===== config.mk =====
export PLATFORM = sky130hd
export DESIGN_NAME = wwd_windowed_watchdog
export DESIGN_NICKNAME = d
export VERILOG_FILES = /design/src/logic/wwd_pkg.sv /design/src/logic/wwd_windowed_watchdog.sv
export SDC_FILE = /design/constraint.sdc
export NUM_CORES = 1
export LEC_CHECK = 0
export BUFFER_PORTS_ARGS = -buffer_cell sky130_fd_sc_hd__clkbuf_2
export CAP_MARGIN = 20
export CELL_PAD_IN_SITES_DETAIL_PLACEMENT = 0
export CELL_PAD_IN_SITES_GLOBAL_PLACEMENT = 2
export CORE_MARGIN = 4
export CORE_UTILIZATION = 33
export DETAILED_ROUTE_END_ITERATION = 6
export PLACE_DENSITY_LB_ADDON = 0.1
export SYNTH_ARGS = -nofsm -noshare
export SYNTH_HDL_FRONTEND = slang
export SYNTH_SLANG_ARGS = --single-unit

===== constraint.sdc =====
create_clock -name clk_sys -period 4.6 [get_ports clk_sys]
set_input_delay 0.23 -clock clk_sys [delete_from_list [all_inputs] [get_ports clk_sys]]
set_output_delay 0.23 -clock clk_sys [all_outputs]
set_load 0.05 [all_outputs]

===== src/logic/wwd_pkg.sv =====
// What this block does
// - time base from low or mid oscillator
// - software mode uses software_on_bit, clock select
// - mode 11 always active, even asleep
// - mode 10 active awake, off asleep
// - mode 01 follows software_on_bit only
// - config period 11111 lets prescale_select rule
// - default period after reset is 2 s
// - expiry without valid clear resets device
// - clear outside window is a violation
// - config span 111 lets window field rule
// - window 12.5% to 100% of period
// - five top count bits decide window open
// - violation clears flag; reset sets; software sets
// - count clears on listed events and writes
// - read of control zero arms before clear
// - unarmed clear is a violation unless span is 111 (fully open)
// - in idle, expiry wakes instead of reset
// - idle wake is no interrupt, rate bit untouched
// - expiry in sleep wakes, clears timeout_n
// - code 0 is 1:32, doubling to 10010
// - span 111 fully open, else closed eighths
package wwd_pkg;
    // ----------------------------------------------------------------
    // configuration encodings
    // ----------------------------------------------------------------
    localparam logic [1:0] WWD_MODE_OFF = 2'h0;
    localparam logic [1:0] WWD_MODE_SOFT = 2'h1;
    localparam logic [1:0] WWD_MODE_AWAKE = 2'h2;
    localparam logic [1:0] WWD_MODE_ALWAYS = 2'h3;
    localparam logic [4:0] WWD_PERIOD_SOFT = 5'h1F;
    localparam logic [4:0] WWD_PS_MAX = 5'h12;
    localparam logic [4:0] WWD_PS_MIN = 5'h00;
    localparam logic [4:0] WWD_PS_RESET = 5'h0B;
    localparam logic [2:0] WWD_CS_SOFT = 3'h7;
    localparam logic [2:0] WWD_CS_LOW = 3'h0;
    localparam logic [2:0] WWD_CS_MID = 3'h1;
    localparam logic [2:0] WWD_CS_RESET = 3'h0;
    localparam logic [2:0] WWD_SPAN_SOFT = 3'h7;
    localparam logic [2:0] WWD_SPAN_FULL = 3'h7;
    // ----------------------------------------------------------------
    // control register field positions
    // ----------------------------------------------------------------
    localparam int WWD_C0_SEN_POS = 0;
    localparam int WWD_C0_PS_POS = 1;
    localparam int WWD_C1_WIN_POS = 0;
    localparam int WWD_C1_CS_POS = 4;
    // ----------------------------------------------------------------
    // counter sizing: 1:32 at code zero is 2^5 ticks
    // ----------------------------------------------------------------
    localparam int WWD_BASE_SHIFT = 5;
    localparam int WWD_COUNT_W = 23;
    localparam logic WWD_VIOL_RESET = 1'b1;
endpackage : wwd_pkg


===== src/logic/wwd_windowed_watchdog.sv =====
`timescale 1ns/100ps
module wwd_windowed_watchdog (
    input wire logic clk_sys,
    input wire logic rst_n,
    input wire logic low_freq_osc,
    input wire logic mid_freq_osc,
    input wire logic [1:0] operating_mode_config,
    input wire logic [2:0] config_clock_select,
    input wire logic [4:0] config_period_select,
    input wire logic [2:0] config_open_span_select,
    input wire logic ctrl_zero_wr,
    input wire logic [5:0] ctrl_zero_wdata,
    input wire logic ctrl_zero_rd,
    input wire logic ctrl_one_wr,
    input wire logic [6:0] ctrl_one_wdata,
    input wire logic watchdog_clear_instr,
    input wire logic sleep_enter,
    input wire logic in_sleep,
    input wire logic in_idle,
    input wire logic wake_by_irq,
    input wire logic oscillator_startup_timer,
    input wire logic violation_flag_set,
    output logic [5:0] watchdog_control_zero,
    output logic [6:0] watchdog_control_one,
    output logic [wwd_pkg::WWD_COUNT_W-1:0] watchdog_count_reg,
    output logic watchdog_active,
    output logic watchdog_armed,
    output logic violation_flag,
    output logic timeout_n,
    output logic powerdown_n,
    output logic watchdog_reset_req,
    output logic watchdog_wake_req
);
    import wwd_pkg::*;

    // ----------------------------------------------------------------
    // state
    // ----------------------------------------------------------------
    typedef struct packed {
        logic [1:0] low_sync;
        logic [1:0] mid_sync;
        logic low_prev;
        logic mid_prev;
        logic init_done;
        logic software_on_bit;
        logic [4:0] ps;
        logic [2:0] cs;
        logic [2:0] win;
        logic [WWD_COUNT_W-1:0] count;
        logic active;
        logic armed;
        logic viol;
        logic to_n;
        logic pd_n;
        logic rst_req;
        logic wake_req;
    } wwd_state_t;

    wwd_state_t state;
    wwd_state_t next_state;

    // ----------------------------------------------------------------
    // helpers
    // ----------------------------------------------------------------
    // reserved prescale codes fall back to the shortest interval
    function automatic logic [4:0] wwd_legal_ps(input logic [4:0] code);
        if (code > WWD_PS_MAX) begin
            wwd_legal_ps = WWD_PS_MIN;
        end else begin
            wwd_legal_ps = code;
        end
    endfunction : wwd_legal_ps

    // terminal tick count of one period: 2^(5+ps) - 1
    function automatic logic [WWD_COUNT_W-1:0] wwd_last(input logic [4:0] code);
        logic [WWD_COUNT_W:0] one_hot;
        one_hot = '0;
        one_hot[WWD_BASE_SHIFT + int'(code)] = 1'b1;
        wwd_last = one_hot[WWD_COUNT_W-1:0] - {{(WWD_COUNT_W-1){1'b0}}, 1'b1};
    endfunction : wwd_last

    // ----------------------------------------------------------------
    // effective configuration
    // ----------------------------------------------------------------
    logic [4:0] eff_ps;
    logic [2:0] eff_win;
    logic windowed;
    logic [4:0] top_five;
    logic [4:0] open_from;
    logic window_open;
    logic tick;
    logic [WWD_COUNT_W-1:0] last_count;
    logic enable_now;

    // config straps override the software fields unless set to all ones
    always_comb begin
        eff_ps = wwd_legal_ps((config_period_select == WWD_PERIOD_SOFT) ? state.ps
                                                                       : config_period_select);
        eff_win = (config_open_span_select == WWD_SPAN_SOFT) ? state.win
                                                            : config_open_span_select;
        windowed = (eff_win != WWD_SPAN_FULL);
        last_count = wwd_last(eff_ps);
        // count holds 5+ps bits, so shifting by ps leaves its top five
        top_five = 5'(state.count >> eff_ps);
        // closed eighths = 7 - code, in units of 1/32 of the period
        open_from = {3'(WWD_SPAN_FULL - eff_win), 2'h0};
        window_open = (top_five >= open_from);
    end

    // time base from the selected oscillator, edges of synced copies
    always_comb begin
        if (state.cs == WWD_CS_MID) begin
            tick = state.mid_sync[1] && !state.mid_prev;
        end else begin
            tick = state.low_sync[1] && !state.low_prev;
        end
    end

    // operating mode table
    always_comb begin
        unique case (operating_mode_config)
            WWD_MODE_ALWAYS: enable_now = 1'b1;
            WWD_MODE_AWAKE: enable_now = !in_sleep;
            WWD_MODE_SOFT: enable_now = state.software_on_bit;
            WWD_MODE_OFF: enable_now = 1'b0;
        endcase
    end

    // ----------------------------------------------------------------
    // next state
    // ----------------------------------------------------------------
    logic clear_ok;
    logic violation;
    logic expiry;
    logic halted;
    logic count_clear;

    always_comb begin
        next_state = state;
        // pins cross domains through two flops before any use
        next_state.low_sync = {state.low_sync[0], low_freq_osc};
        next_state.mid_sync = {state.mid_sync[0], mid_freq_osc};
        next_state.low_prev = state.low_sync[1];
        next_state.mid_prev = state.mid_sync[1];
        next_state.rst_req = 1'b0;
        next_state.wake_req = 1'b0;
        next_state.active = enable_now;

        // straps are caught once after reset release, never in reset
        next_state.init_done = 1'b1;
        if (!state.init_done) begin
            next_state.ps = (config_period_select == WWD_PERIOD_SOFT) ? WWD_PS_RESET
                                                                      : config_period_select;
            next_state.cs = (config_clock_select == WWD_CS_SOFT) ? WWD_CS_RESET : config_clock_select;
            next_state.win = config_open_span_select;
        end

        // register writes; strap-owned fields stay read-only
        if (ctrl_zero_wr) begin
            next_state.software_on_bit = ctrl_zero_wdata[WWD_C0_SEN_POS];
            if (config_period_select == WWD_PERIOD_SOFT) begin
                next_state.ps = ctrl_zero_wdata[WWD_C0_PS_POS +: 5];
            end
        end
        if (ctrl_one_wr) begin
            if (config_clock_select == WWD_CS_SOFT) begin
                next_state.cs = ctrl_one_wdata[WWD_C1_CS_POS +: 3];
            end
            if (config_open_span_select == WWD_SPAN_SOFT) begin
                next_state.win = ctrl_one_wdata[WWD_C1_WIN_POS +: 3];
            end
        end

        // a read of control zero arms; a clear instruction while enabled disarms
        if (ctrl_zero_rd) begin
            next_state.armed = 1'b1;
        end
        clear_ok = 1'b0;
        violation = 1'b0;
        if (watchdog_clear_instr && enable_now) begin
            next_state.armed = 1'b0;
            if (!windowed) begin
                clear_ok = 1'b1;
            end else if (state.armed && window_open) begin
                clear_ok = 1'b1;
            end else begin
                violation = 1'b1;
            end
        end

        expiry = enable_now && tick && (state.count >= last_count) && !clear_ok;
        halted = in_sleep || in_idle;

        // a halted core cannot be reset by expiry: wake it instead
        if (expiry && halted) begin
            next_state.wake_req = 1'b1;
        end else if (expiry || violation) begin
            next_state.rst_req = 1'b1;
        end
        if (expiry) begin
            next_state.to_n = 1'b0;
        end
        if (sleep_enter) begin
            next_state.to_n = 1'b1;
            next_state.pd_n = 1'b0;
        end

        // the hardware clear outranks a same-cycle software set
        if (violation) begin
            next_state.viol = 1'b0;
        end else if (violation_flag_set) begin
            next_state.viol = 1'b1;
        end

        // all clearing causes in one place
        count_clear = !enable_now || clear_ok || sleep_enter || wake_by_irq
                      || oscillator_startup_timer || ctrl_zero_wr || ctrl_one_wr || expiry
                      || !state.init_done;
        if (count_clear) begin
            next_state.count = '0;
        end else if (tick) begin
            next_state.count = state.count + {{(WWD_COUNT_W-1){1'b0}}, 1'b1};
        end
    end

    // ----------------------------------------------------------------
    // registers
    // ----------------------------------------------------------------
    // only constants under reset; the flag starts set as after power-up
    always_ff @(posedge clk_sys or negedge rst_n) begin
        if (!rst_n) begin
            state <= '0;
            state.ps <= WWD_PS_RESET;
            state.cs <= WWD_CS_RESET;
            state.win <= WWD_SPAN_FULL;
            state.viol <= WWD_VIOL_RESET;
            state.to_n <= 1'b1;
            state.pd_n <= 1'b1;
        end else begin
            state <= next_state;
        end
    end

    // ----------------------------------------------------------------
    // outputs, all straight from flops
    // ----------------------------------------------------------------
    // the wake pulse is not an interrupt; no rate or recover bit is touched
    assign watchdog_control_zero = {state.ps, state.software_on_bit};
    assign watchdog_control_one = {state.cs, 1'b0, state.win};
    assign watchdog_count_reg = state.count;
    assign watchdog_active = state.active;
    assign watchdog_armed = state.armed;
    assign violation_flag = state.viol;
    assign timeout_n = state.to_n;
    assign powerdown_n = state.pd_n;
    assign watchdog_reset_req = state.rst_req;
    assign watchdog_wake_req = state.wake_req;
endmodule : wwd_windowed_watchdog


==> results by group, run 1 <==
STA
  – RSZ-0062 raised after global routing: false
  – Slew Viols, Final: 0
  – Worst Tran Pin Value: 0.618 ns
  – Max Freq: approximately 230 MHz
  – Clock Skew: about 0.0064 ns
  – Setup-failing EPs final: 0
  – Final setup TNS: 0 ns
  – Final Cycle Share: 0.935
  – Worst setup margin: about 0.30 ns
  – Final Critical Period: 4.30 ns
  – Slew margin rel.: 0.576
  – Fin. Hold Viols: 0

Global routing
  – Global routing usage on met1: 0.275
  – Initial antenna violation count: 0
  – Vias in the first global route: about 4300
  – GRT Total Usage: 0.190
  – Most Crowded Layer GR: met2
  – GR Util met2: 0.284
  – Largest net degree at the start of global routing: 50
  – GRT met3 Usage: 0.0398
  – First-pass GRT wire length: 24200 um
  – Aggregate global routing overflow: 0

Clock network
  – CTS tree: yes
  – Cts hold-fix bufs: 0
  – Num CTS Buffers: 5
  – Clock sinks: between 40 and 50
  – Clock root cell: clkbuf_16
  – Longest Clk Path Bufs: 2
  – Clk_lat worst skew: 0.30 ns
  – H-tree levels: 2
  – CTS clk-pin slew, worst paths: 0.07 ns

Detailed routing
  – Drt first pass iters: 5
  – Vias per cell: approximately 5.4
  – Drt wl/cell: roughly 19 um
  – Detailed-route DRC error count: 0
  – Via count: between 4000 and 5000
  – Initial DRC count: just over 300
  – Routed WL: 14900 um
  – Routed Antenna Nets: 0

Synthesis
  – Synth area leaders: dfrtp_1, ha_1, buf_4, dfstp_2, nand2_1
  – Syn_area_per_cell: 8.09 um^2
  – Yosys warns: 0
  – #FFs+latches synth: about 50
  – Post-Synthesis Cells: 566
  – Seq/Total Area, Yosys: 0.270
  – Post-synth ARST share: 1.00
  – Most frequent cell after synthesis: nand2_1
  – Synth cell count leaders: nand2_1, nor2_1, a21oi_1, buf_4, dfrtp_1
  – Cell taking the most area after synthesis: dfrtp_1
  – Synthesized area: 4580 um^2
  – Post-synth top area share: 0.219
  – Count of flip-flops with a built-in enable after synthesis: 0
  – Synth Flop Type: dfrtp_1
  – Post-synth cell types: 75

Critical path
  – Worst reg2reg path startpoint: watchdog_control_zero[4]
  – Crit-path max cell delay: just under 0.5 ns
  – Cells along the critical path: nand3b_1 > o21ai_1 > a21oi_2 > nor2_4 > buf_12 > mux2i_1 > o221ai_1 > o21ai_0 > o21ai_0 > ha_1 > nor2b_1 > o21ai_0 > nand2b_1 > a22oi_1 > o21ai_0 > a2111o_2 > buf_12 > nor2_2
  – Crit path buf inv count: 2
  – CP startpoint: watchdog_control_zero[4]
  – Setup CP Type: reg -> reg
  – CP most frequent cell: o21ai_0
  – Worst path top cell family by delay: compound AO/OA/AOI/OAI gates
  – CP required: slightly below 5 ns
  – Critical Path Start Type: flop
  – Top fanout value on the critical path: 23
  – Crit-path slowest cell: a2111o_2
  – Crit path capture type: flop
  – Worst EP arrival: 4.54 ns

Power and ir drop
  – Power, Total: 0.00120 W
  – Power Density: roughly 230 nW/um^2
  – Peak supply drop: 0.152 mV
  – Leak: ~2.2 nW

Floorplanning
  – # rows: 42
  – Area of the core: 13400 um^2
  – Initial core utilization: 0.342
  – # IOs: 83
  – Die Ht: between 100 and 150 um
  – Die W: approximately 130 um
  – Die area: 15800 um^2

Job
  – Max cap viols: 0

Place
  – Placer Congestion: about 0.95
  – HPWL Detailed: 11600 um
  – Port bufs: 80
  – Place WS: 0.281 ns
  – Placed Cells: 792

Outcome
  – Outcome: completed

Finish
  – Max FFs per register: 23
  – # nets final: about 700
  – Ant. Diodes: 0
  – Area grow syn2layout: 14.2%
  – Fin cells: between 800 and 900
  – Layout cell share with drive strength beyond 1: 0.263

Hold path
  – Hold/Removal Path Class: in -> async
area by class of cell:
class	count	area, um^2
fill	1421	8170
multi-input combinational	444	2900
sequential	49	1240
timing repair buffer	110	651
tap	176	220
clock buffer	5	125
inverter	17	63.8
clock inverter	3	26.3
where the power goes:
group	switching, W	internal [W]
combinational	0.000223	0.000114
sequential	0.0000191	0.000456
clock	0.000180	0.000206
placed cells by master, fill, tap and decap left out, types with 4 or more instances in the layout:
cell type / netlist / routed
a21o_1: 5 / 5
a311oi_1: 4 / 4
mux2i_1: 15 / 15
nand4_1: 9 / 9
a32oi_1: 4 / 4
and3_1: 6 / 6
nor2b_1: 6 / 6
o22ai_1: 5 / 5
o21a_1: 9 / 9
xnor2_1: 14 / 14
nand2b_1: 5 / 5
inv_1: 17 / 17
o32ai_1: 4 / 4
buf_4: 41 / 28
clkbuf_2: 0 / 80
o21ai_0: 26 / 26
nor2_1: 53 / 53
clkbuf_16: 0 / 5
nor3_1: 18 / 17
dfstp_2: 9 / 9
nand3_1: 20 / 20
ha_1: 28 / 28
conb_1: 2 / 6
a211oi_1: 7 / 7
xor2_1: 9 / 9
nor2_2: 12 / 13
dfrtp_1: 40 / 39
a21oi_1: 41 / 41
o211ai_1: 9 / 9
nand2_1: 62 / 61
what timing repair did:
action	CTS	global route
setup endpoints to repair	0	23
buffers inserted	0	3
resized for setup	0	6
final timing paths:
| check | depth (start not counted) | end | slack (ns) |
|---|---|---|---|
| worst min register to register | 0 | next_state[43] | 0.36 |
| worst max register to register | 18 | watchdog_count_reg[9] | 0.30 |
| max in group asynchronous | 2 | watchdog_control_zero[3] | 4.09 |
| worst max-delay path | 18 | watchdog_count_reg[9] | 0.30 |
| worst min-delay path | 2 | watchdog_count_reg[1] | 0.02 |
| min in group clk_sys | 1 | next_state[46] | 0.02 |
metal layers:
layer,vias to the layer above,part of all wire
met1,2066,0.47
met5,-,0
li1,2160,-
met4,0,0.020
met2,129,0.45
met3,22,0.060
cells by family after synthesis:
logic type,after synthesis,share of synthesized area
AND/OR/NAND/NOR,211,0.226
AO/OA/AOI/OAI,159,0.243
buffers and inverters,78,0.103
flip-flops,49,0.270
adder cells (fa/ha/maj),28,0.0765
XOR/XNOR,23,0.0440
multiplexers,16,0.0352
other,2,0.00164
metrics by stage:
| stage | utilization | cell area (um^2) | hold slack (ns) |
|---|---|---|---|
| after floorplan | - | 4590 | -0.0656 |
| after global placement | 0.375 | 5020 | 0.332 |
| after detailed placement | 0.375 | 5020 | 0.340 |
| after CTS | 0.386 | 5170 | 0.0150 |
| after global routing | 0.390 | 5230 | 0.0184 |
| final | 0.390 | 5230 | 0.0212 |
No activity file was read; power rests on OpenSTA's default activity.
==> run 2: changes to the inputs <==
--- a/config.mk
+++ b/config.mk
@@ -9,6 +9,7 @@
 export CAP_MARGIN = 20
 export CELL_PAD_IN_SITES_DETAIL_PLACEMENT = 0
 export CELL_PAD_IN_SITES_GLOBAL_PLACEMENT = 2
+export CORE_ASPECT_RATIO = 0.75
 export CORE_MARGIN = 4
 export CORE_UTILIZATION = 33
 export DETAILED_ROUTE_END_ITERATION = 6
==> results by group, run 2 (synthesis gave the netlist of run 1 again) <==
Detailed routing
  – Drt first pass iters: 6
  – Routed WL: 15200 um
  – Top routing layer used: met4
  – Drt wl/cell: a little under 20 um
  – Via count: approximately 4400
  – Vias per cell: ~5.5
  – Routed Antenna Nets: 0
  – Initial DRC count: approximately 320
  – Met1 WL: between 8000 and 9000 um
  – DR WL met3: ~860 um
  – Detailed-route DRC error count: 0
  – Routed wl met2: roughly 6200 um

Critical path
  – CP startpoint: watchdog_control_zero[2]
  – Setup CP Type: reg -> reg
  – Worst reg2reg path startpoint: watchdog_control_zero[2]
  – Top fanout value on the critical path: 23
  – CP required: about 4.8 ns
  – Critical Path Start Type: flop
  – Crit path capture type: flop
  – Worst EP arrival: 4.48 ns

Floorplanning
  – Die W: ~140 um
  – Area of the core: approximately 13000 um^2
  – # rows: 36
  – # IOs: 83
  – Initial core utilization: 0.345
  – Die Ht: 110 um
  – Die area: between 15000 and 20000 um^2

Clock network
  – Cts hold-fix bufs: 0
  – Clock sinks: approximately 50
  – Num CTS Buffers: 5
  – Clk_lat worst skew: 0.30 ns
  – Longest Clk Path Bufs: 2
  – CTS clk-pin slew, worst paths: about 0.080 ns
  – Clock root cell: clkbuf_16
  – CTS tree: yes
  – H-tree levels: 2

Power and ir drop
  – Peak supply drop: ~0.13 mV
  – Logic pwr share: 0.267
  – Clock power share: 0.354
  – Leak: between 2 and 2.5 nW
  – Internal cell power: around 0.0008 W
  – Psw: around 0.00042 W
  – Switching share of total power: 0.341
  – Reg power frac: 0.379
  – Power Density: 242 nW/um^2

STA
  – Final Critical Period: 4.26 ns
  – Fin. Hold Viols: 0
  – RSZ-0062 raised after global routing: false
  – Hold slack final: approximately 0.028 ns
  – Worst Tran Pin Value: approximately 0.65 ns
  – Max Freq: roughly 230 MHz
  – Final setup TNS: 0 ns
  – Slew margin rel.: 0.556
  – Final Cycle Share: 0.926
  – Clock Skew: approximately 0.013 ns
  – Slew Viols, Final: 0
  – Worst setup margin: roughly 0.34 ns
  – Setup-failing EPs final: 0

Finish
  – Max FFs per register: 23
  – Fin util: 0.389
  – Sequential cell area: 1240 um^2
  – Fillers: 1404
  – Area of the multi-input gates: 2900 um^2
  – Highest-count cells in the layout ignoring fill and taps: clkbuf_2, nand2_1, nor2_1
  – Layout cell share with drive strength beyond 1: 0.248
  – Commonest non-fill, non-tap cell in the layout: clkbuf_2
  – # nets final: around 700
  – Ant. Diodes: 0
  – Design Area, Final: 5160 um^2
  – Area grow syn2layout: 12.8%

Global routing
  – Largest net degree at the start of global routing: 50
  – GRT Total Usage: 0.194
  – Aggregate global routing overflow: 0
  – First-pass GRT wire length: ~24000 um
  – Initial antenna violation count: 0
  – Vias in the first global route: 4172

Hold path
  – Hold/Removal Path Class: in -> async

Place
  – Place WS: approximately 0.29 ns
  – Placer Congestion: just under 0.9
  – Port bufs: 80
  – Post-DP Area: around 5000 um^2
  – HPWL Detailed: between 10000 and 15000 um

Job
  – Max cap viols: 0

Outcome
  – Outcome: completed
==> run 2: cell count changes in the layout (fill, tap and decap cells not counted), sizes merged <==
cell,delta
buf,-7
clkinvlp,-2
bufinv,+1
clkbuf,+1
nor2,-1
==> run 2: path summary, 6_finish.rpt <==
path | end | depth (start not counted) | slack [ns]
min in group clk_sys | next_state[46] | 1 | 0.04
min | watchdog_count_reg[2] | 2 | 0.03
min reg2reg | next_state[44] | 0 | 0.36
max | watchdog_count_reg[21] | 19 | 0.34
max reg2reg | watchdog_count_reg[21] | 19 | 0.34
max in group asynchronous | state[42] | 2 | 4.12
==> run 2: worst max-delay path, cell delays in order, from the launching register on <==
cell and delay (ns):
dfstp_2 0.40, or2_2 0.31, o32a_1 0.38, o21ai_4 0.16, buf_4 0.21, a21boi_0 0.13, a21oi_1 0.19, o22ai_1 0.11
a211oi_1 0.28, nor3_1 0.09, a31oi_1 0.26, ha_1 0.20, nor2b_1 0.04, o21ai_0 0.15, nand2b_1 0.08, a22oi_1 0.26
o21ai_0 0.16, a2111o_2 0.50, buf_12 0.17, nor2_1 0.10
==> run 2: cell type report <==
class | count | area share
Multi-Input combinational cell | 443 | 0.561
Clock buffer | 6 | 0.0250
Sequential cell | 49 | 0.240
Tap cell | 171 | 0.0414
Timing Repair Buffer | 103 | 0.113
Clock inverter | 2 | 0.00751
Inverter | 17 | 0.0124
==> run 2: layer usage <==
metal	track usage	up-vias
met4	0.0323	0
met1	0.316	2112
met3	0.0332	9
met2	0.264	132
li1	-	2125
met5	0	-
==> run 2: power groups by stage <==
stage / combinational (W) / clock (W) / sequential, W
3_5_place_dp: 0.000328 / 0 / 0.000481
2_1_floorplan: 0.000223 / 0 / 0.000491
4_1_cts: 0.000329 / 0.000451 / 0.000473
6_report: 0.000332 / 0.000442 / 0.000473
5_1_grt: 0.000361 / 0.000467 / 0.000477
3_3_place_gp: 0.000328 / 0 / 0.000480
==> run 2: repair_timing <==
action,in CTS,in global routing
endpoints found under the setup margin,0,20
resized for setup,0,2
setup buffers,0,0
==> run 2: metrics by stage <==
stage | total power, W | std cells
finish | 0.00125 | 791
global route | 0.00131 | 791
CTS | 0.00125 | 791
detailed placement | 0.000809 | 783
global placement | 0.000808 | 783
floorplan | 0.000714 | 570
==> run 3: changes to the inputs <==
--- a/config.mk
+++ b/config.mk
@@ -6,7 +6,6 @@
 export NUM_CORES = 1
 export LEC_CHECK = 0
 export BUFFER_PORTS_ARGS = -buffer_cell sky130_fd_sc_hd__clkbuf_2
-export CAP_MARGIN = 20
 export CELL_PAD_IN_SITES_DETAIL_PLACEMENT = 0
 export CELL_PAD_IN_SITES_GLOBAL_PLACEMENT = 2
 export CORE_ASPECT_RATIO = 0.75
==> constraint.sdc (replaced) <==
create_clock -name clk_sys -period 4.6 [get_ports clk_sys]
set_input_delay 0.92 -clock clk_sys [delete_from_list [all_inputs] [get_ports clk_sys]]
set_output_delay 0.92 -clock clk_sys [all_outputs]
set_load 0.05 [all_outputs]
==> results by group, run 3 (synthesis gave the netlist of run 1 again) <==
Floorplanning
  – Die Ht: about 110 um
  – Initial core utilization: 0.345
  – Area of the core: around 13000 um^2
  – Die area: roughly 16000 um^2
  – Die W: 144 um
  – # IOs: 83
  – # rows: 36

Global routing
  – GRT Total Usage: 0.209
  – First-pass GRT wire length: between 20000 and 30000 um
  – Aggregate global routing overflow: 0
  – Vias in the first global route: approximately 4500
  – Largest net degree at the start of global routing: 50
  – Initial antenna violation count: 0

Clock network
  – CTS clk-pin slew, worst paths: approximately 0.070 ns
  – Clk_lat worst skew: 0.30 ns
  – H-tree levels: 2
  – Longest Clk Path Bufs: 2
  – Cts hold-fix bufs: 0
  – Num CTS Buffers: 5
  – Clock root cell: clkbuf_16
  – CTS tree: yes
  – Clock sinks: 49

Place
  – Port bufs: 80
  – HPWL Detailed: 12900 um
  – Place WS: -0.338 ns
  – Placer Congestion: 0.955

Finish
  – Fillers: between 1000 and 1500
  – # nets final: roughly 750
  – Max FFs per register: 23
  – Highest-count cells in the layout ignoring fill and taps: buf_4, clkbuf_2, nand2_1
  – Layout cell share with drive strength beyond 1: 0.340
  – Commonest non-fill, non-tap cell in the layout: buf_4
  – Area grow syn2layout: 25.9%
  – Ant. Diodes: 0
  – Sequential cell area: between 1000 and 1500 um^2
  – Fin util: 0.434
  – Area of the multi-input gates: ~3000 um^2

Job
  – Max cap viols: 0

Power and ir drop
  – Power Density: roughly 220 nW/um^2
  – Leak: 2.54 nW
  – Peak supply drop: approximately 0.18 mV

Hold path
  – Hold/Removal Path Class: reg -> reg

Detailed routing
  – Routed WL: around 16000 um
  – Via count: around 4700
  – Detailed-route DRC error count: 0
  – Routed Antenna Nets: 0
  – Drt first pass iters: 5
  – Initial DRC count: ~300
  – Drt wl/cell: 19.2 um
  – Vias per cell: between 5 and 6

Critical path
  – Worst EP arrival: 4.63 ns
  – CP required: a little under 5 ns
  – Setup CP Type: in -> reg
  – Top fanout value on the critical path: 23
  – Crit path capture type: flop
  – Critical Path Start Type: primary input

STA
  – Max Freq: about 230 MHz
  – Slew margin rel.: 0.545
  – Fin. Hold Viols: 0
  – Slew Viols, Final: 0
  – Worst setup margin: between 0.2 and 0.25 ns
  – Final Cycle Share: 0.956
  – Setup-failing EPs final: 0
  – Worst Tran Pin Value: 0.663 ns
  – Final Critical Period: 4.40 ns
  – Clock Skew: roughly 0.0064 ns

Outcome
  – Outcome: completed
-- run 3: cell count changes in the layout (fill, tap and decap cells not counted), sizes merged --
cell,before,now
clkinvlp,0,1
bufinv,1,0
buf,23,89
-- run 3: worst paths after layout --
kind	startpoint	end	slack (ns)	cells after the start
worst max-delay path	config_period_select[1]	watchdog_count_reg[0]	0.20	21
worst max register to register	watchdog_control_zero[3]	watchdog_count_reg[0]	0.30	17
min in group asynchronous	rst_n	watchdog_count_reg[2]	0.72	2
worst min-delay path	next_state[46]	next_state[43]	0.35	0
max in group asynchronous	rst_n	watchdog_control_zero[3]	3.44	2
worst min register to register	next_state[46]	next_state[43]	0.35	0
-- run 3: layout make-up --
class	count	share of cell area
well taps	171	0.0371
clock buffers	6	0.0241
clock inverters	2	0.00282
flip-flops and latches	49	0.215
multi-input cells	443	0.518
inverters	17	0.0111
repair buffers	169	0.192
-- run 3: critical path: stages --
cell and delay (ns):
clkbuf_2 0.14, buf_4 0.19, nand4_1 0.13, o21ai_2 0.24, buf_6 0.17, and2_1 0.14
nand2_1 0.14, nand2_1 0.10, a22oi_1 0.09, buf_4 0.16, ha_1 0.28, a21o_1 0.16
a21oi_1 0.15, nor2b_1 0.07, o21ai_1 0.15, nand3b_1 0.13, or2_2 0.33, o21ba_2 0.20
a2111o_2 0.42, buf_12 0.17, nor2_1 0.12
-- run 3: per-stage QoR --
stage	hold WS, ns	instances	TNS [ns]	instance area, um^2	total power, W
2_1_floorplan	0.331	570	0	4590	0.000714
3_3_place_gp	0.333	843	-8.99	5460	0.000853
3_5_place_dp	0.335	843	-7.32	5460	0.000856
4_1_cts	0.351	851	0	5620	0.00126
5_1_grt	0.357	857	-0.0116	5770	0.00134
6_report	0.350	857	0	5770	0.00127
-- run 3: power breakdown --
group	leakage [nW]	switching, W	internal [W]
Sequential	0.620	0.0000181	0.000456
Combinational	1.85	0.000243	0.000152
Clock	0.0735	0.000180	0.000219
-- run 3: repair_timing --
item / in CTS / in global routing
setup buffers: 0 / 6
resized for setup: 1 / 23
endpoints found under the setup margin: 23 / 25
pin swaps: 0 / 12
-- run 3: metal layers --
layer	share of wire	track usage
met2	0.41	0.298
met5	0	0
met4	0.0094	0.0336
met3	0.053	0.0401
met1	0.52	0.329
